$ cat src/include/uvfr_consts.svh
// Constants of the under-voltage fault response sequencer
`ifndef UVFR_CONSTS_SVH
`define UVFR_CONSTS_SVH

// ----------------------------------------------------------------
// Response byte layout and reset value
// ----------------------------------------------------------------
`define UVFR_CFG_W         8
`define UVFR_CFG_RESET     8'h00
`define UVFR_RESP_IGNORE   2'h0
`define UVFR_RESP_CONTINUE 2'h1
`define UVFR_RESP_SHUTDOWN 2'h2
`define UVFR_RESP_HOLD     2'h3
`define UVFR_RETRY_NONE    3'h0
`define UVFR_RETRY_FOREVER 3'h7

// ----------------------------------------------------------------
// Timing
// ----------------------------------------------------------------
`define UVFR_UNIT_W        16
`define UVFR_UNITS_W       8
`define UVFR_UNITS_ONE     8'h01
`define UVFR_CNT_W         3
`define UVFR_CNT_ZERO      3'h0
`define UVFR_CNT_ONE       3'h1

`endif

$ cat src/include/uvfr_pkg.sv
// Types of the under-voltage fault response sequencer
package uvfr_pkg;

  // ----------------------------------------------------------------
  // Response byte fields
  // ----------------------------------------------------------------
  typedef struct packed {
    logic [1:0] resp;
    logic [2:0] retry;
    logic [2:0] delay;
  } uvfr_cfg_type;

  // ----------------------------------------------------------------
  // Sequencer states, Gray coded along the usual path
  // ----------------------------------------------------------------
  typedef enum logic [2:0] {
    UVFR_ST_RUN   = 3'h0,
    UVFR_ST_CONT  = 3'h1,
    UVFR_ST_WAIT  = 3'h3,
    UVFR_ST_TRY   = 3'h2,
    UVFR_ST_LATCH = 3'h6,
    UVFR_ST_HOLD  = 3'h7,
    UVFR_ST_OFF   = 3'h4
  } uvfr_state_type;

  // ----------------------------------------------------------------
  // Status seen by the monitoring side
  // ----------------------------------------------------------------
  typedef struct packed {
    logic           fault_latched;
    logic [2:0]     attempts;
    uvfr_state_type state;
  } uvfr_status_type;

endpackage : uvfr_pkg

$ cat src/hdl/uvfr_unit_timer.sv
// Delay timer counting a number of time units of programmable length
`timescale 1ns/100ps
`default_nettype none
`include "uvfr_consts.svh"

module uvfr_unit_timer (
  // Clock and reset
  input  wire logic                      clk,
  input  wire logic                      rst_n,
  // Control
  input  wire logic                      start,
  input  wire logic [`UVFR_UNIT_W-1:0]   unit_cycles,
  input  wire logic [`UVFR_UNITS_W-1:0]  units,
  // Expiry
  output logic                           done
);

  logic [`UVFR_UNIT_W-1:0]  pre_q;
  logic [`UVFR_UNITS_W-1:0] left_q;
  logic                     run_q;
  logic [`UVFR_UNIT_W-1:0]  unit_last;

  // Zero unit length is treated as one cycle
  assign unit_last = (unit_cycles == '0) ? '0 : unit_cycles - `UVFR_UNIT_W'(1);

  // ----------------------------------------------------------------
  // Prescaler and unit counter
  // ----------------------------------------------------------------
  always_ff @(posedge clk or negedge rst_n) begin
    if (!rst_n) begin
      pre_q  <= '0;
      left_q <= '0;
      run_q  <= 1'b0;
    end else begin
      if (start) begin
        pre_q  <= unit_last;
        left_q <= units;
        run_q  <= 1'b1;
      end else if (run_q) begin
        if (pre_q == '0) begin
          pre_q <= unit_last;
          if (left_q == `UVFR_UNITS_ONE) begin
            run_q  <= 1'b0;
          end else begin
            left_q <= left_q - `UVFR_UNITS_ONE;
          end
        end else begin
          pre_q <= pre_q - `UVFR_UNIT_W'(1);
        end
      end
    end
  end

  // Expiry shows in the last cycle, so a restart lands exactly one delay after start
  assign done = run_q && (pre_q == '0) && (left_q == `UVFR_UNITS_ONE);

endmodule : uvfr_unit_timer
`default_nettype wire

$ cat src/hdl/uvfr_top.sv
// Under-voltage fault response sequencer
//
// Operation
// (RULE1) Response code 00 keeps the output regulating with no interruption on a fault.
// (RULE2) Code 01 keeps operating for the delay and, if the fault remains, acts on the retry field.
// (RULE3) Code 10 disables the output at once and then follows the retry field.
// (RULE4) Code 11 holds the output off while the fault is present and resumes when it goes.
// (RULE5) A latched fault clears by its status bit clear, a clear-faults command, reset, or off-then-on.
// (RULE6) Retry field 000 makes no restart and keeps the output off until the fault is cleared.
// (RULE7) Retry field 1 to 6 tries that many restarts, then stays off until the fault is cleared.
// (RULE8) Restart attempts are spaced start to start by the delay count times the time unit.
// (RULE9) Retry field 111 retries without limit until commanded off or another fault shuts down.
// (RULE10) The delay field gives two to the power of its value in time units, 1 to 128.
// (RULE11) The time unit length comes from the separate time-unit register for both delays.
// (RULE12) The attempt counter resets when a restart succeeds or the fault is cleared.
`timescale 1ns/100ps
`default_nettype none
`include "uvfr_consts.svh"

module uvfr_top (
  // Clock and reset
  input  wire logic                        clk,
  input  wire logic                        rst_n,
  // Response byte access from the command decoder
  input  wire logic                        cfg_wr,
  input  wire logic [`UVFR_CFG_W-1:0]      cfg_wdata,
  output logic      [`UVFR_CFG_W-1:0]      cfg_rdata,
  // Time unit from the time-unit register, in clock cycles
  input  wire logic [`UVFR_UNIT_W-1:0]     time_unit_cycles,
  // Fault and control pins
  input  wire logic                        uv_fault_pin,
  input  wire logic                        ctrl_pin,
  // Same-domain commands and events
  input  wire logic                        operation_on,
  input  wire logic                        clear_faults,
  input  wire logic                        status_bit_clear,
  input  wire logic                        other_fault,
  // Output control and status
  output logic                             output_enable,
  output logic                             restart_pulse,
  output uvfr_pkg::uvfr_status_type        status
);

  // ----------------------------------------------------------------
  // Declarations
  // ----------------------------------------------------------------
  logic [`UVFR_CFG_W-1:0]      cfg_q;
  uvfr_pkg::uvfr_cfg_type      cfg;
  logic [2:0]                  uv_ff_q;
  logic [2:0]                  ctl_ff_q;
  logic                        uv_q;
  logic                        ctl_q;
  logic                        on_cmd;
  logic                        on_prev_q;
  logic                        on_rise;
  logic                        clear_evt;
  uvfr_pkg::uvfr_state_type    state_q;
  uvfr_pkg::uvfr_state_type    state_d;
  logic [`UVFR_CNT_W-1:0]      cnt_q;
  logic [`UVFR_CNT_W-1:0]      cnt_d;
  logic                        tmr_start;
  logic                        tmr_done;
  logic                        pulse_d;
  logic                        pulse_q;
  logic                        latched_q;
  logic                        latch_set;
  logic                        out_q;
  logic [`UVFR_UNITS_W-1:0]    units;

  assign cfg = uvfr_pkg::uvfr_cfg_type'(cfg_q);

  // ----------------------------------------------------------------
  // Response byte
  // ----------------------------------------------------------------
  always_ff @(posedge clk or negedge rst_n) begin
    if (!rst_n) begin
      cfg_q <= `UVFR_CFG_RESET;
    end else if (cfg_wr) begin
      cfg_q <= cfg_wdata;
    end
  end

  assign cfg_rdata = cfg_q;

  // ----------------------------------------------------------------
  // Pin synchronisers, change taken when stages two and three agree
  // ----------------------------------------------------------------
  always_ff @(posedge clk or negedge rst_n) begin
    if (!rst_n) begin
      uv_ff_q  <= 3'h0;
      ctl_ff_q <= 3'h0;
      uv_q     <= 1'b0;
      ctl_q    <= 1'b0;
    end else begin
      uv_ff_q  <= {uv_ff_q[1:0], uv_fault_pin};
      ctl_ff_q <= {ctl_ff_q[1:0], ctrl_pin};
      if (uv_ff_q[1] == uv_ff_q[2]) begin
        uv_q <= uv_ff_q[2];
      end
      if (ctl_ff_q[1] == ctl_ff_q[2]) begin
        ctl_q <= ctl_ff_q[2];
      end
    end
  end

  // ----------------------------------------------------------------
  // On command and clear events
  // ----------------------------------------------------------------
  assign on_cmd = ctl_q & operation_on;

  always_ff @(posedge clk or negedge rst_n) begin
    if (!rst_n) begin
      on_prev_q <= 1'b0;
    end else begin
      on_prev_q <= on_cmd;
    end
  end

  assign on_rise   = on_cmd & ~on_prev_q;
  assign clear_evt = status_bit_clear | clear_faults | on_rise; // [RULE5]

  // ----------------------------------------------------------------
  // Delay timer
  // ----------------------------------------------------------------
  assign units = `UVFR_UNITS_ONE << cfg.delay; // [RULE10]

  uvfr_unit_timer u_timer (
    .clk         (clk),
    .rst_n       (rst_n),
    .start       (tmr_start),
    .unit_cycles (time_unit_cycles), // [RULE11]
    .units       (units),
    .done        (tmr_done)
  );

  // ----------------------------------------------------------------
  // Sequencer next state
  // ----------------------------------------------------------------
  always_comb begin
    state_d   = state_q;
    cnt_d     = cnt_q;
    tmr_start = 1'b0;
    pulse_d   = 1'b0;
    latch_set = 1'b0;
    if (!on_cmd) begin
      state_d = uvfr_pkg::UVFR_ST_OFF; // [RULE9]
    end else if (other_fault) begin
      state_d = uvfr_pkg::UVFR_ST_LATCH; // [RULE9]
    end else begin
      unique case (state_q)
        uvfr_pkg::UVFR_ST_OFF: begin
          if (on_rise) begin
            state_d = uvfr_pkg::UVFR_ST_RUN;
            cnt_d   = `UVFR_CNT_ZERO; // [RULE12]
          end
        end
        uvfr_pkg::UVFR_ST_RUN: begin
          if (uv_q) begin
            latch_set = 1'b1;
            unique case (cfg.resp)
              `UVFR_RESP_IGNORE: begin
                state_d = uvfr_pkg::UVFR_ST_RUN; // [RULE1]
              end
              `UVFR_RESP_CONTINUE: begin
                state_d   = uvfr_pkg::UVFR_ST_CONT; // [RULE2]
                tmr_start = 1'b1;
              end
              `UVFR_RESP_SHUTDOWN: begin
                tmr_start = cfg.retry != `UVFR_RETRY_NONE;
                state_d   = tmr_start ? uvfr_pkg::UVFR_ST_WAIT
                                      : uvfr_pkg::UVFR_ST_LATCH; // [RULE3] [RULE6]
              end
              `UVFR_RESP_HOLD: begin
                state_d = uvfr_pkg::UVFR_ST_HOLD; // [RULE4]
              end
            endcase
          end
        end
        uvfr_pkg::UVFR_ST_CONT: begin
          if (tmr_done) begin
            if (!uv_q) begin
              state_d = uvfr_pkg::UVFR_ST_RUN;
            end else begin
              tmr_start = cfg.retry != `UVFR_RETRY_NONE;
              state_d   = tmr_start ? uvfr_pkg::UVFR_ST_WAIT
                                    : uvfr_pkg::UVFR_ST_LATCH; // [RULE2] [RULE6]
            end
          end
        end
        uvfr_pkg::UVFR_ST_WAIT: begin
          if (clear_evt) begin
            state_d = uvfr_pkg::UVFR_ST_RUN;
            cnt_d   = `UVFR_CNT_ZERO; // [RULE12]
          end else if (tmr_done) begin
            state_d   = uvfr_pkg::UVFR_ST_TRY;
            tmr_start = 1'b1; // [RULE8]
            pulse_d   = 1'b1;
            cnt_d     = cnt_q + `UVFR_CNT_ONE;
          end
        end
        uvfr_pkg::UVFR_ST_TRY: begin
          if (clear_evt) begin
            state_d = uvfr_pkg::UVFR_ST_RUN;
            cnt_d   = `UVFR_CNT_ZERO; // [RULE12]
          end else if (tmr_done) begin
            if (!uv_q) begin
              state_d = uvfr_pkg::UVFR_ST_RUN;
              cnt_d   = `UVFR_CNT_ZERO; // [RULE12]
            end else if (cfg.retry != `UVFR_RETRY_FOREVER && cnt_q >= cfg.retry) begin
              state_d = uvfr_pkg::UVFR_ST_LATCH; // [RULE7]
            end else begin
              tmr_start = 1'b1; // [RULE8] [RULE9]
              pulse_d   = 1'b1;
              if (cfg.retry != `UVFR_RETRY_FOREVER) begin
                cnt_d = cnt_q + `UVFR_CNT_ONE; // [RULE7]
              end
            end
          end
        end
        uvfr_pkg::UVFR_ST_LATCH: begin
          if (clear_evt) begin
            state_d = uvfr_pkg::UVFR_ST_RUN; // [RULE5] [RULE6] [RULE7]
            cnt_d   = `UVFR_CNT_ZERO; // [RULE12]
          end
        end
        uvfr_pkg::UVFR_ST_HOLD: begin
          if (!uv_q) begin
            state_d = uvfr_pkg::UVFR_ST_RUN; // [RULE4]
          end
        end
        default: begin
          state_d = uvfr_pkg::UVFR_ST_OFF;
        end
      endcase
    end
  end

  // ----------------------------------------------------------------
  // Sequencer state, attempt counter and output control
  // ----------------------------------------------------------------
  always_ff @(posedge clk or negedge rst_n) begin
    if (!rst_n) begin
      state_q <= uvfr_pkg::UVFR_ST_OFF;
      cnt_q   <= `UVFR_CNT_ZERO;
      pulse_q <= 1'b0;
      out_q   <= 1'b0;
    end else begin
      state_q <= state_d;
      cnt_q   <= cnt_d;
      pulse_q <= pulse_d;
      out_q   <= (state_d == uvfr_pkg::UVFR_ST_RUN)
              || (state_d == uvfr_pkg::UVFR_ST_CONT)
              || (state_d == uvfr_pkg::UVFR_ST_TRY); // [RULE1] [RULE2] [RULE3] [RULE4]
    end
  end

  // ----------------------------------------------------------------
  // Latched fault flag, set wins over clear
  // ----------------------------------------------------------------
  always_ff @(posedge clk or negedge rst_n) begin
    if (!rst_n) begin
      latched_q <= 1'b0; // [RULE5]
    end else if (latch_set) begin
      latched_q <= 1'b1;
    end else if (clear_evt) begin
      latched_q <= 1'b0; // [RULE5]
    end
  end

  assign output_enable        = out_q;
  assign restart_pulse        = pulse_q;
  assign status.fault_latched = latched_q;
  assign status.attempts      = cnt_q;
  assign status.state         = state_q;

endmodule : uvfr_top
`default_nettype wire

$ cat config.mk
export PLATFORM = sky130hd
export DESIGN_NAME = uvfr_top
export DESIGN_NICKNAME = d
export VERILOG_FILES = /design/src/include/uvfr_pkg.sv /design/src/hdl/uvfr_unit_timer.sv /design/src/hdl/uvfr_top.sv
export VERILOG_INCLUDE_DIRS = /design/src /design/src/include
export SDC_FILE = /design/constraint.sdc
export NUM_CORES = 1
export LEC_CHECK = 0
export ABC_AREA = 1
export BUFFER_PORTS_ARGS = -buffer_cell sky130_fd_sc_hd__buf_2
export CAP_MARGIN = 20
export CORE_ASPECT_RATIO = 0.7
export CORE_MARGIN = 8
export CORE_UTILIZATION = 59
export DETAILED_ROUTE_END_ITERATION = 10
export GPL_TIMING_DRIVEN = 0
export PLACE_DENSITY = 0.9
export SYNTH_ARGS = -nofsm -noshare
export SYNTH_HDL_FRONTEND = slang
export SYNTH_HIERARCHICAL = 1
export SYNTH_SLANG_ARGS = --single-unit
$ cat constraint.sdc
create_clock -name clk -period 3.3 [get_ports clk]
set_input_delay 0 -clock clk [delete_from_list [all_inputs] [get_ports clk]]
set_output_delay 0 -clock clk [all_outputs]
set_load 0.05 [all_outputs]
# Word level (Yosys, flattened, before mapping)
# Index checks and enable logic that the tools add are counted.
dict set report classes {
  n_addsub 4
  magnitude_cmp 1
  eq_ne 22
  n_shift 1
  muxes 61
  bitwise 6
  reduce_logical 17
}
# operator n
set ops {}
lappend ops {{2-to-1 mux 3 bit} 24}
lappend ops {{2-to-1 mux 16 bit} 4}
lappend ops {{logical NOT 16 bit} 2}
lappend ops {{2-to-1 mux 8 bit} 4}
lappend ops {{subtractor 16 x 1 -> 16 bit (second input constant)} 2}
lappend ops {{case mux 3 bit (4 select lines)} 2}
lappend ops {{2-to-1 mux 1 bit} 23}
lappend ops {{case mux 3 bit (7 select lines)} 1}
lappend ops {{equality test 3 x 2 -> 1 bit (second input constant)} 3}
lappend ops {{equality test 3 bit (second input constant)} 3}
lappend ops {{!= test 3 bit (second input constant)} 3}
lappend ops {{AND reduction 9 bit} 1}
lappend ops {{equality test 8 x 1 -> 1 bit (second input constant)} 1}
lappend ops {{!= test 4 bit (second input constant)} 2}
lappend ops {{left shift 1 x 3 -> 8 bit (first input constant)} 1}
lappend ops {{subtractor 8 x 1 -> 8 bit (second input constant)} 1}
lappend ops {{equality test 3 x 1 -> 1 bit (second input constant)} 2}
lappend ops {{logical NOT 3 bit} 2}
lappend ops {{!= test 2 bit (second input constant)} 3}
lappend ops {{nonzero test 2 bit} 3}
lappend ops {{equality test 2 bit (second input constant)} 2}
lappend ops {{case mux 1 bit (2 select lines)} 2}
lappend ops {{case mux 1 bit (4 select lines)} 1}
lappend ops {{nonzero test 4 bit} 1}
lappend ops {{12 further kinds} 19}
dict set report word_totals {
  ff_bits 51
  inputBits 33
  out_inout_bits 17
  word_cells 126
}

# Logic depth before layout (Yosys ltp)
# Gate-level depths: netlist of run 1.
dict set report logic_depth {
  depth_word 12
  depth_mapped 17
  mapped_depth_nobuf 16
}

# Hierarchy
# Netlist of run 1, hierarchy kept.
# module instances cells_per_inst area_per_inst_um2 seq_area_each_um2
set modules_own_cells {}
lappend modules_own_cells {uvfr_unit_timer 1 380 2352.3 625.6}
lappend modules_own_cells {uvfr_top 1 192 1486.4 651.9}

# Worst setup path before layout of run 1
# OpenSTA, ideal clock, no wires.
dict set report synth_path {
  path_kind {reg2reg}
  startpoint {register u_timer.pre_q[0]}
  endpoint {register u_timer.pre_q[15]}
  setup_ps 66
  t_arrival_ps 2620
  t_required_ps 3234
  slack_ps 615
  stages_incl_launch_ff 17
  n_path_buf 2
  period_less_slack_ps 2685
  cell_sequence {dfrtp_1 -> inv_1 -> ha_1 -> nand3_1 -> nor2_1 -> nand2_1 -> nor4_1 -> inv_1 -> nor2_1 -> nand3_1 -> a31oi_1 -> clkbuf_1 -> a21oi_2 -> buf_4 -> nand3_1 -> nand3_1 -> nand2_1}
}
dict set report synth_between {
  elab_chain_cells 9
  elab_cells_between_ends 16
  cone_classes {add/sub: 1; mux: 11; reduce/logical: 4}
}
# element line_no
set synth_rtl {}
lappend synth_rtl {{from (decl)} uvfr_unit_timer.sv:18} ;# logic [`UVFR_UNIT_W-1:0] pre_q;
lappend synth_rtl {{from (signal assigned)} uvfr_unit_timer.sv:36} ;# pre_q <= unit_last;
lappend synth_rtl {{from (signal assigned)} uvfr_unit_timer.sv:41} ;# pre_q <= unit_last;
lappend synth_rtl {{from (signal assigned)} uvfr_unit_timer.sv:48} ;# pre_q <= pre_q - `UVFR_UNIT_W'(1);
lappend synth_rtl {{logical NOT 16 bit (*)} uvfr_unit_timer.sv:55} ;# assign done = run_q && (pre_q == '0) && (left_q == `UVFR_UNITS_ONE);
lappend synth_rtl {{logical AND 1 bit (*) (2 in a row)} uvfr_unit_timer.sv:55}
lappend synth_rtl {{via tmr_done} uvfr_top.sv:62} ;# logic tmr_done;
lappend synth_rtl {{2-to-1 mux 1 bit (on tied branches)} {uvfr_top.sv:205, uvfr_top.sv:194}}
lappend synth_rtl {{2-to-1 mux 1 bit (on tied branches)} {uvfr_top.sv:202, uvfr_top.sv:191}}
lappend synth_rtl {{case mux 1 bit (4 select lines) (*)} uvfr_top.sv:150} ;# unique case (state_q)
lappend synth_rtl {{2-to-1 mux 1 bit (*)} uvfr_top.sv:147} ;# end else if (other_fault) begin
lappend synth_rtl {{2-to-1 mux 1 bit (*)} uvfr_top.sv:145} ;# if (!on_cmd) begin
lappend synth_rtl {{via tmr_start} uvfr_top.sv:61} ;# logic tmr_start;
lappend synth_rtl {{2-to-1 mux 16 bit / nonzero test 2 bit (equally long branches)} -}
# Mark *: on every way through the listed nets, which the timed path passes. The rest lies on a longest branch. The select of a mux whose other input is x is not followed.
# A chain may end at the register's enable or synchronous reset.

# Worst setup path after layout of run 1
dict set report layout_path {
  startpoint {register u_timer.pre_q[0]}
  endpoint {register u_timer.left_q[6]}
}
dict set report layout_between {
  elab_chain_cells 10
  elab_cells_between_ends 16
  cone_classes {eq/ne: 1; mux: 9; reduce/logical: 6}
}
# element line_no
set layout_rtl {}
lappend layout_rtl {{logical NOT 16 bit (*)} uvfr_unit_timer.sv:55}
lappend layout_rtl {{logical AND 1 bit (*) (2 in a row)} uvfr_unit_timer.sv:55}
lappend layout_rtl {{via tmr_done} uvfr_top.sv:62}
lappend layout_rtl {{2-to-1 mux 1 bit (on tied branches)} {uvfr_top.sv:205, uvfr_top.sv:194}}
lappend layout_rtl {{2-to-1 mux 1 bit (on tied branches)} {uvfr_top.sv:202, uvfr_top.sv:191}}
lappend layout_rtl {{case mux 1 bit (4 select lines) (*)} uvfr_top.sv:150}
lappend layout_rtl {{2-to-1 mux 1 bit (*)} uvfr_top.sv:147}
lappend layout_rtl {{2-to-1 mux 1 bit (*)} uvfr_top.sv:145}
lappend layout_rtl {{via tmr_start} uvfr_top.sv:61}
lappend layout_rtl {{!= test 2 bit (no source line) / nonzero test 2 bit (equally long branches)} -}
lappend layout_rtl {{AND reduction 3 bit (no source line)} -}
lappend layout_rtl {{to (signal assigned)} uvfr_unit_timer.sv:37} ;# left_q <= units;
lappend layout_rtl {{to (signal assigned)} uvfr_unit_timer.sv:45} ;# left_q <= left_q - `UVFR_UNITS_ONE;
lappend layout_rtl {{to (decl)} uvfr_unit_timer.sv:19} ;# logic [`UVFR_UNITS_W-1:0] left_q;
# Mark *: on every way through the listed nets, which the timed path passes. The rest lies on a longest branch.

==> results_dict.tcl, run 1 <==
set metrics [dict create \
    max-slew-margin-rel 0.642 \
    placeableCoreArea_um2 6250 \
    gp_congestion 0.968 \
    post_cts_buffers 0 \
    cts_tree "done" \
    finalNonFillerCells 726 \
    wire_per_inst_um 14.7 \
    htreeDepth 2 \
    dp_cells 700 \
    cts.path.max_buffers 2 \
    power.leakage_uw 0.00245 \
    drt_iter0_drc 389 \
    clock_sinks 51 \
    ioPinCount 50 \
    slew_viol_final 0 \
    drt-pass1-iter-count 6 \
    synth_edf_count 0 \
    row_count 24 \
    ys_types 41 \
    drive_gt1_frac 0.168 \
    design_area_um2 4520 \
    cap_violations 0 \
    die_area_um2 9380 \
    clkLatencyLatePin_ns 0.30 \
    hold_depth 4 \
    min_from "other_fault" \
    ys_seq_area_frac 0.333 \
    start_kind "register" \
    fmax_mhz 328 \
    async_flop_share 1.00 \
    grt_pass1_wl_um 17600 \
    synth_top_area_share 0.326 \
    die_w_um 112 \
    r2r_setup_slack_ns 0.25 \
    setup_viol_count_final 0 \
    outcome "completed" \
    synthCells 572 \
    drt.antenna.violating_nets 0 \
    power_uw 1580 \
    grt_max_degree 35 \
    synth.avg_cell_area_um2 6.71 \
    cts_inserted_buffers 5 \
    via_count 4019 \
    tightest_slew_ns 0.537 \
    min_path_type "in2reg" \
    cts-root-buf "clkbuf_8" \
    yosys_warnings 6 \
    synthFlopType "dfrtp_1" \
    power.density_nw_per_um2 350 \
    ff2ff_path_depth 17 \
    arrival_ns 3.29 \
    die_height_um 83.5 \
    grt-ovfl-total 0 \
    numPortBuffers 49 \
    ys_ff_latch 51 \
    dp.final_hpwl_um 7780 \
    ir_worst_vdd_mv 0.220 \
    drcViolationCount 0 \
    fin_crit_sh 0.925 \
    finalHoldViolCount 0 \
    worstPathRequired_ns 3.54 \
    synth_top_area_cell "dfrtp_1" \
    placed_cell_area_um2 4200 \
    synth_area_leaders "dfrtp_1 (33%), nand2_1 (17%), nand3_1 (9.3%)" \
    syn-cell-area_um2 3840 \
    initial_core_util 0.615 \
    cp-end-kind "register" \
    grt_pass1_vias 3770 \
    fin_crit_ns 3.05 \
    crit_fanout 10 \
    vias_per_cell 5.54 \
    grt.total_usage 0.228 \
    syn_to_final_growth_pct 17.7 \
    antenna_found_initial 0 \
    fillers 509 \
    routed_wl_um 10700 \
    synthesis.nets 618 \
    n_antenna_cell 0 \
    clkTransAtPathRegs_ns 0.10 \
    nets 694 \
    r2r-end "u_timer/left_q[6]$_DFFE_PN0P_" \
    finClkSkew_ns 0.00709 \
    hold_end "latched_q$_DFFE_PN0P_" \
    reg2reg_from "u_timer/pre_q[0]$_DFFE_PN0P_" \
    crit_type "reg2reg" \
]
==> layout by cell type, fill, tap and decap left out, types with 4 or more instances in the layout <==
master	instances
nand2_1	176
nand3_1	71
inv_1	67
nor2_1	67
buf_2	52
dfrtp_1	50
o21ai_0	28
dlygate4sd3_1	19
ha_1	13
nor3_1	11
nor2_2	9
xor2_1	9
o21ai_2	7
nand2_2	6
o21ai_1	6
nor2_4	6
clkbuf_8	5
nand3b_1	4
==> power by group <==
| group | leakage [uW] | switching (uW) | internal (uW) |
|---|---|---|---|
| clock network | 0.0000513 | 214 | 223 |
| logic | 0.00174 | 311 | 159 |
| registers | 0.000659 | 25.0 | 649 |
==> cells in the mapped netlist, types with 6 or more instances <==
master / n
nor3_1: 11
nand2_1: 176
nand3_1: 71
nor2_4: 6
nand2_2: 6
nor2_1: 67
dfrtp_1: 50
inv_1: 67
nor2_2: 9
o21ai_2: 7
xor2_1: 9
o21ai_1: 6
ha_1: 13
o21ai_0: 28
==> worst max-delay path by stage <==
stage / startpoint / to / slack, ns / cells after the start
floorplan: u_timer/pre_q[0]$_DFFE_PN0P_ / u_timer/pre_q[15]$_DFFE_PN0P_ / 0.61 / 16
global placement: u_timer/pre_q[0]$_DFFE_PN0P_ / u_timer/pre_q[1]$_DFFE_PN0P_ / 0.07 / 16
detailed placement: u_timer/pre_q[0]$_DFFE_PN0P_ / u_timer/left_q[5]$_DFFE_PN0P_ / -0.05 / 15
CTS: u_timer/pre_q[0]$_DFFE_PN0P_ / u_timer/left_q[5]$_DFFE_PN0P_ / 0.08 / 15
global route: u_timer/pre_q[0]$_DFFE_PN0P_ / u_timer/left_q[5]$_DFFE_PN0P_ / -0.03 / 15
finish: u_timer/pre_q[0]$_DFFE_PN0P_ / u_timer/left_q[6]$_DFFE_PN0P_ / 0.25 / 17
==> sequential cells by signal (all words and copies together) (netlist names) <==
signal,count
u_timer/pre_q,16
cfg_rdata,8
u_timer/left_q,8
cnt_q,3
ctl_ff_q,3
state_q,3
uv_ff_q,3
ctl_q,1
latched_q,1
on_prev_q,1
output_enable,1
restart_pulse,1
u_timer/run_q,1
uv_q,1
==> layer usage <==
metal	GRT usage	vias to the layer above	part of all wire	wire length, um
met5	0	-	0	0
met1	0.307	1820	0.44	4680
met3	0.0621	27	0.097	1040
li1	-	1956	-	-
met2	0.344	216	0.45	4780
met4	0.0756	0	0.018	187
==> worst max-delay path, stage by stage, from the launching register on <==
cell and delay, ns:
dfrtp_1 0.40, inv_1 0.12, ha_1 0.18, nand3_1 0.09, nor2_1 0.25, nand2_1 0.15
nor4_4 0.24, inv_1 0.18, nor2_1 0.17, nand3_1 0.10, a31oi_2 0.27, inv_1 0.20
o21ai_1 0.20, nand2_4 0.10, clkinv_4 0.09, buf_12 0.14, nand2_2 0.06, o21ai_2 0.05
==> cells by family after synthesis <==
kind of cell / share of synthesized area
AND/OR/NAND/NOR: 0.428
buffers and inverters: 0.0906
flip-flops: 0.333
AO/OA/AOI/OAI: 0.0763
adder cells (fa/ha/maj): 0.0476
XOR/XNOR: 0.0251
==> metrics by stage <==
step	worst slack (ns)	hold WS, ns	utilization	TNS, ns
after global routing	-0.0301	0.0555	0.723	-0.0480
after detailed placement	-0.0494	-0.0206	0.673	-0.0742
final	0.247	0.0473	0.723	0
after global placement	0.0678	0.111	0.669	0
after CTS	0.0806	0.0401	0.721	0
after floorplan	0.615	-0.296	-	0
==> final cells by class <==
type | count | area [um2] | share of cell area
plain buffers | 11 | 75.1 | 0.0166
clock buffers | 6 | 72.6 | 0.0161
clock inverters | 1 | 30.0 | 0.00665
inverters | 72 | 275 | 0.0609
multi-input cells | 438 | 2230 | 0.495
flip-flops and latches | 51 | 1280 | 0.283
well taps | 78 | 97.6 | 0.0216
repair buffers | 69 | 455 | 0.101
==> what timing repair did <==
item,in CTS,in global routing
endpoints found under the setup margin,17,23
gates resized for setup,1,6
gates cloned,0,0
hold endpoints to repair,29,0
hold buffers,19,0
Power figures use the tool's default switching activity.
==> run 2, diff against run 1 <==
--- a/config.mk
+++ b/config.mk
@@ -7,7 +7,7 @@
 export NUM_CORES = 1
 export LEC_CHECK = 0
 export ABC_AREA = 1
-export BUFFER_PORTS_ARGS = -buffer_cell sky130_fd_sc_hd__buf_2
+export BUFFER_PORTS_ARGS = -buffer_cell sky130_fd_sc_hd__buf_4
 export CAP_MARGIN = 20
 export CORE_ASPECT_RATIO = 0.7
 export CORE_MARGIN = 8
==> run 2 against run 1 <==
  * Clock power rose by 8.2%
  * Maximum frequency is 1.2% higher
  * Final cell count grew 0.14%
  * Sequential cell count stayed put
  * Setup slack improved by 0.037 ns
  * Clock skew is 0.0014 ns higher
  * Die area did not move
  * Design area increased by 2.7%
  * Sequential share of layout area down 0.75 points
  * Power is 2.7% higher
  * Critical path type unchanged
  * Largest power group unchanged
==> results_dict.tcl, run 2 (synthesized netlist as in run 1, its figures left out) <==
set metrics [dict create \
    htreeDepth 2 \
    via_count 3991 \
    fin_crit_ns 3.02 \
    start_kind "register" \
    worstPathRequired_ns 3.56 \
    placeableCoreArea_um2 6250 \
    clkLatencyLatePin_ns 0.31 \
    drcViolationCount 0 \
    wire_per_inst_um 14.3 \
    grt_pass1_wl_um 17500 \
    final_common_cell "nand2_1" \
    antenna_found_initial 1 \
    initial_core_util 0.615 \
    power_uw 1620 \
    cts_tree "done" \
    grt.total_usage 0.226 \
    ir_worst_vdd_mv 0.206 \
    fin_crit_sh 0.914 \
    drive_gt1_frac 0.170 \
    syn_to_final_growth_pct 20.9 \
    die_height_um 83.5 \
    clkTransAtPathRegs_ns 0.10 \
    cts_inserted_buffers 5 \
    seqCellArea_um2 1280 \
    grt_max_degree 52 \
    post_cts_buffers 0 \
    row_count 24 \
    top_register "u_timer/pre_q" \
    setup_viol_count_final 0 \
    power.density_nw_per_um2 350 \
    finalHoldViolCount 0 \
    gp_congestion 0.985 \
    multi_input_area_um2 2230 \
    tightest_slew_ns 0.655 \
    largest_reg_flops 16 \
    slew_viol_final 0 \
    grt-ovfl-total 0 \
    cts.path.max_buffers 2 \
    final_cell_mix "nand2_1 (176), nand3_1 (71), inv_1 (67), nor2_1 (67), buf_4 (52)" \
    placed_cell_area_um2 4300 \
    drt.antenna.violating_nets 0 \
    crit_type "reg2reg" \
    dp.final_hpwl_um 7660 \
    design_area_um2 4640 \
    arrival_ns 3.27 \
    crit_fanout 10 \
    cap_violations 0 \
    power.leakage_uw 0.00249 \
    clock_sinks 51 \
    die_area_um2 9380 \
    cts-root-buf "clkbuf_8" \
    cp-end-kind "register" \
    drt-pass1-iter-count 6 \
    finClkSkew_ns 0.00847 \
    grt_pass1_vias 3760 \
    drt_iter0_drc 366 \
    nets 693 \
    fmax_mhz 332 \
    outcome "completed" \
    min_path_type "in2reg" \
    max-slew-margin-rel 0.563 \
    numPortBuffers 49 \
    ioPinCount 50 \
    routed_wl_um 10400 \
    fillers 493 \
    vias_per_cell 5.49 \
    rsz0062_at_grt "false" \
    die_w_um 112 \
]
-- run 2: routing by layer --
layer / vias to the layer above / GRT usage / wire [um]
met1: 1837 / 0.294 / 4640
met5: - / 0 / 0
met3: 13 / 0.0556 / 953
li1: 1962 / - / -
met4: 0 / 0.0768 / 140
met2: 179 / 0.358 / 4630
-- run 2: repair_timing --
| item | in CTS | in global routing |
|---|---|---|
| resized for setup | 1 | 6 |
| pin swaps | 0 | 0 |
| endpoints found under the setup margin | 25 | 25 |
| hold endpoints to repair | 62 | 0 |
| hold buffers | 19 | 0 |
-- run 2: power breakdown --
group / internal (uW) / total, uW / switching (uW)
clock: 250 / 473 / 223
combinational: 173 / 476 / 303
sequential: 649 / 674 / 25.7
-- run 2: through the flow --
step / utilization / setup slack, ns / setup TNS (ns) / hold slack [ns] / cells
2_1_floorplan: - / 0.615 / 0 / -0.296 / 572
3_3_place_gp: 0.689 / -0.0483 / -0.419 / 0.0685 / 699
3_5_place_dp: 0.689 / -0.154 / -2.45 / 0.0769 / 699
4_1_cts: 0.740 / 0.0442 / 0 / 0.0247 / 726
5_1_grt: 0.743 / 0.0714 / 0 / 0.0582 / 727
6_report: 0.743 / 0.285 / 0 / 0.0322 / 727
-- run 2: final timing paths --
kind / start / to / slack [ns] / depth (start not counted)
setup / recovery: u_timer/pre_q[0]$_DFFE_PN0P_ / u_timer/pre_q[15]$_DFFE_PN0P_ / 0.28 / 15
hold / removal: other_fault / state_q[1]$_DFF_PN0_ / 0.03 / 5
setup reg to reg: u_timer/pre_q[0]$_DFFE_PN0P_ / u_timer/pre_q[15]$_DFFE_PN0P_ / 0.28 / 15
hold reg to reg: ctl_ff_q[0]$_DFF_PN0_ / ctl_ff_q[1]$_DFF_PN0_ / 0.37 / 0
max in group asynchronous: rst_n / cfg_rdata[5]$_DFFE_PN0P_ / 2.61 / 2
min in group asynchronous: rst_n / ctl_q$_DFFE_PN0N_ / 0.25 / 2
-- run 2: area by class of cell --
cell class,instances,area share
inverters,72,0.0593
plain buffers,11,0.0162
flip-flops and latches,51,0.275
repair buffers,68,0.120
clock buffers,6,0.0178
clock inverters,2,0.00836
multi-input cells,438,0.481
well taps,78,0.0210
diodes,1,0.000539
-- run 2: critical path, cell delays in order (launching register included) --
cell      delay, ns
dfrtp_1        0.39
inv_1          0.11
ha_1           0.21
nand3_1        0.09
nor2_1         0.20
nand2_1        0.13
nor4_4         0.26
inv_1          0.17
nor2_1         0.17
nand3_1        0.10
a31oi_2        0.29
nor2_2         0.16
clkinv_1       0.19
buf_2          0.27
nand3_1        0.14
nand2_1        0.09
==> run 3, diff against run 2 <==
--- a/config.mk
+++ b/config.mk
@@ -9,11 +9,11 @@
 export ABC_AREA = 1
 export BUFFER_PORTS_ARGS = -buffer_cell sky130_fd_sc_hd__buf_4
 export CAP_MARGIN = 20
-export CORE_ASPECT_RATIO = 0.7
+export CORE_ASPECT_RATIO = 0.75
 export CORE_MARGIN = 8
 export CORE_UTILIZATION = 59
+export CTS_BUF_LIST = sky130_fd_sc_hd__clkbuf_4 sky130_fd_sc_hd__clkbuf_8 sky130_fd_sc_hd__clkbuf_16
 export DETAILED_ROUTE_END_ITERATION = 10
-export GPL_TIMING_DRIVEN = 0
 export PLACE_DENSITY = 0.9
 export SYNTH_ARGS = -nofsm -noshare
 export SYNTH_HDL_FRONTEND = slang
==> run 3 against run 2 <==
  * Clock skew increased by 0.0010 ns
  * Sequential cell count unchanged
  * Utilization decreased by 0.93 points
  * Clock power decreased by 18%
  * Combinational power decreased by 4.4%
  * Critical path depth increased by 3
  * Global-route usage decreased by 1.8 points
  * Worst hold slack got worse by 0.022 ns
  * Maximum frequency decreased by 4.0%
  * Sequential share of layout area increased by 0.16 points
  * Register-to-register slack got worse by 0.13 ns
  * Largest cell class unchanged
  * Largest power group unchanged
==> results_dict.tcl, run 3 (synthesized netlist as in run 1, its figures left out) <==
set metrics [dict create \
    drcViolationCount 0 \
    ir_worst_vdd_mv 0.237 \
    fin_crit_sh 0.952 \
    path_depth 18 \
    min_path_type "in2reg" \
    syn_to_final_growth_pct 20.2 \
    p_switching_uw 537 \
    cp-end-kind "register" \
    top_layer "met4" \
    crit_type "reg2reg" \
    die_area_um2 9370 \
    ioPinCount 50 \
    clock_sinks 51 \
    finClkSkew_ns 0.00949 \
    row_count 25 \
    finalNonFillerCells 726 \
    critical-path-slowest-cell "dfrtp_1" \
    cp_top_family "simple AND/OR/NAND/NOR gates" \
    placeableCoreArea_um2 6290 \
    path_cells "inv_1, ha_1, nand3_1, nor2_2, nand2_1, nor4_1, buf_4, inv_1, nor2_1, nand3_1, a31oi_4, clkinvlp_4, buf_4, o21ai_1, nand2_4, clkinv_4, nand2_1, o21ai_2" \
    cts_tree "done" \
    cts.path.max_buffers 2 \
    fin_crit_ns 3.14 \
    power_uw 1520 \
    vias_per_cell 5.49 \
    clockPowerShare 0.255 \
    drive_gt1_frac 0.172 \
    nets 690 \
    route.met2.wl_um 4610 \
    tightest_slew_ns 0.662 \
    via_count 3989 \
    final_common_cell "nand2_1" \
    grt_pass1_wl_um 16100 \
    hold_depth 2 \
    die_height_um 85.9 \
    dp.final_hpwl_um 7140 \
    slew_viol_final 0 \
    crit_path_start "u_timer/pre_q[0]$_DFFE_PN0P_" \
    clkLatencyLatePin_ns 0.30 \
    r2r_setup_slack_ns 0.16 \
    top_register "u_timer/pre_q" \
    initial_core_util 0.611 \
    crit_fanout 14 \
    cts_inserted_buffers 5 \
    grt.total_usage 0.208 \
    die_w_um 109 \
    drt-pass1-iter-count 5 \
    grt_pass1_vias 3420 \
    max-slew-margin-rel 0.559 \
    postLayoutCoreUtil 0.734 \
    wl_met1_um 4520 \
    grt-ovfl-total 0 \
    multi_input_area_um2 2240 \
    final_cell_mix "nand2_1 (176), nand3_1 (71), inv_1 (66), nor2_1 (66), buf_4 (57)" \
    r2r-end "u_timer/left_q[2]$_DFFE_PN0P_" \
    power.leakage_uw 0.00246 \
    antenna_found_initial 0 \
    ff2ff_path_depth 18 \
    n_antenna_cell 0 \
    clkTransAtPathRegs_ns 0.10 \
    seq_power_share 0.446 \
    fin_ws_ns 0.159 \
    cpPeakStageDelay_ns 0.39 \
    combPwrFrac 0.300 \
    routed_wl_um 10100 \
    min_from "cfg_wr" \
    endpoint "u_timer/left_q[2]$_DFFE_PN0P_" \
    p_sw_frac 0.354 \
    start_kind "register" \
    arrival_ns 3.37 \
    gp_congestion 0.932 \
    dp_cells 693 \
    seqCellArea_um2 1280 \
    drt.antenna.violating_nets 0 \
    grt_max_degree 52 \
    finalHoldViolCount 0 \
    cts-root-buf "clkbuf_8" \
    setup_viol_count_final 0 \
    worstPathRequired_ns 3.53 \
    pre_cts_ws_ns 0.0263 \
    p_int_uw 982 \
    numPortBuffers 49 \
    wl_met3_um 823 \
    cap_violations 0 \
    outcome "completed" \
    fmax_mhz 318 \
    htreeDepth 2 \
    worst-path-buf-inv 6 \
    reg2reg_from "u_timer/pre_q[0]$_DFFE_PN0P_" \
    wire_per_inst_um 13.9 \
    hold_ws_ns 0.00978 \
    drt_iter0_drc 405 \
    power.density_nw_per_um2 329 \
    fillers 483 \
    largest_reg_flops 16 \
]
[run 3: changes by cell type in the layout (fill, tap and decap cells not counted), sizes merged]
cell      previous run  this run
clkbuf              10         6
clkinvlp             0         3
inv                 71        69
buf                 56        57
bufinv               1         0
diode                1         0
[run 3: final cells by class]
type | count | share of cell area
tap | 81 | 0.0220
sequential | 51 | 0.277
clock inverter | 2 | 0.00352
clock buffer | 6 | 0.0179
multi-input combinational | 438 | 0.485
inverter | 72 | 0.0613
timing repair buffer | 76 | 0.134
[run 3: repair_timing]
item,4_1_cts,5_1_grt
pin swaps,0,1
resized for setup,1,5
hold buffers,19,0
endpoints found under the hold margin,62,0
endpoints found under the setup margin,1,24
setup buffers,0,6
[run 3: power by group through the flow]
stage               Combinational [uW]  Clock, uW  Sequential, uW
floorplan                          271          0             717
global placement                   412          0             687
detailed placement                 421          0             688
CTS                                443        398             676
global route                       502        422             681
finish                             455        387             677
[run 3: layer usage]
layer / vias to the layer above / global-route usage
met3: 17 / 0.0300
met1: 1841 / 0.303
met5: - / 0
met2: 179 / 0.316
li1: 1952 / -
met4: 0 / 0.0421
[run 3: stage by stage]
stage	TNS, ns	area, um2
2_1_floorplan	0	3840
3_3_place_gp	0	4250
3_5_place_dp	0	4250
4_1_cts	0	4550
5_1_grt	-0.0522	4610
6_report	0	4610
[run 3: worst min path at each step]
stage | to | slack [ns]
floorplan | cfg_rdata[0]$_DFFE_PN0P_ | -0.30
global placement | u_timer/pre_q[9]$_DFFE_PN0P_ | 0.07
detailed placement | ctl_ff_q[1]$_DFF_PN0_ | 0.08
CTS | cfg_rdata[5]$_DFFE_PN0P_ | 0.004
global route | cfg_rdata[1]$_DFFE_PN0P_ | 0.03
finish | cfg_rdata[5]$_DFFE_PN0P_ | 0.01
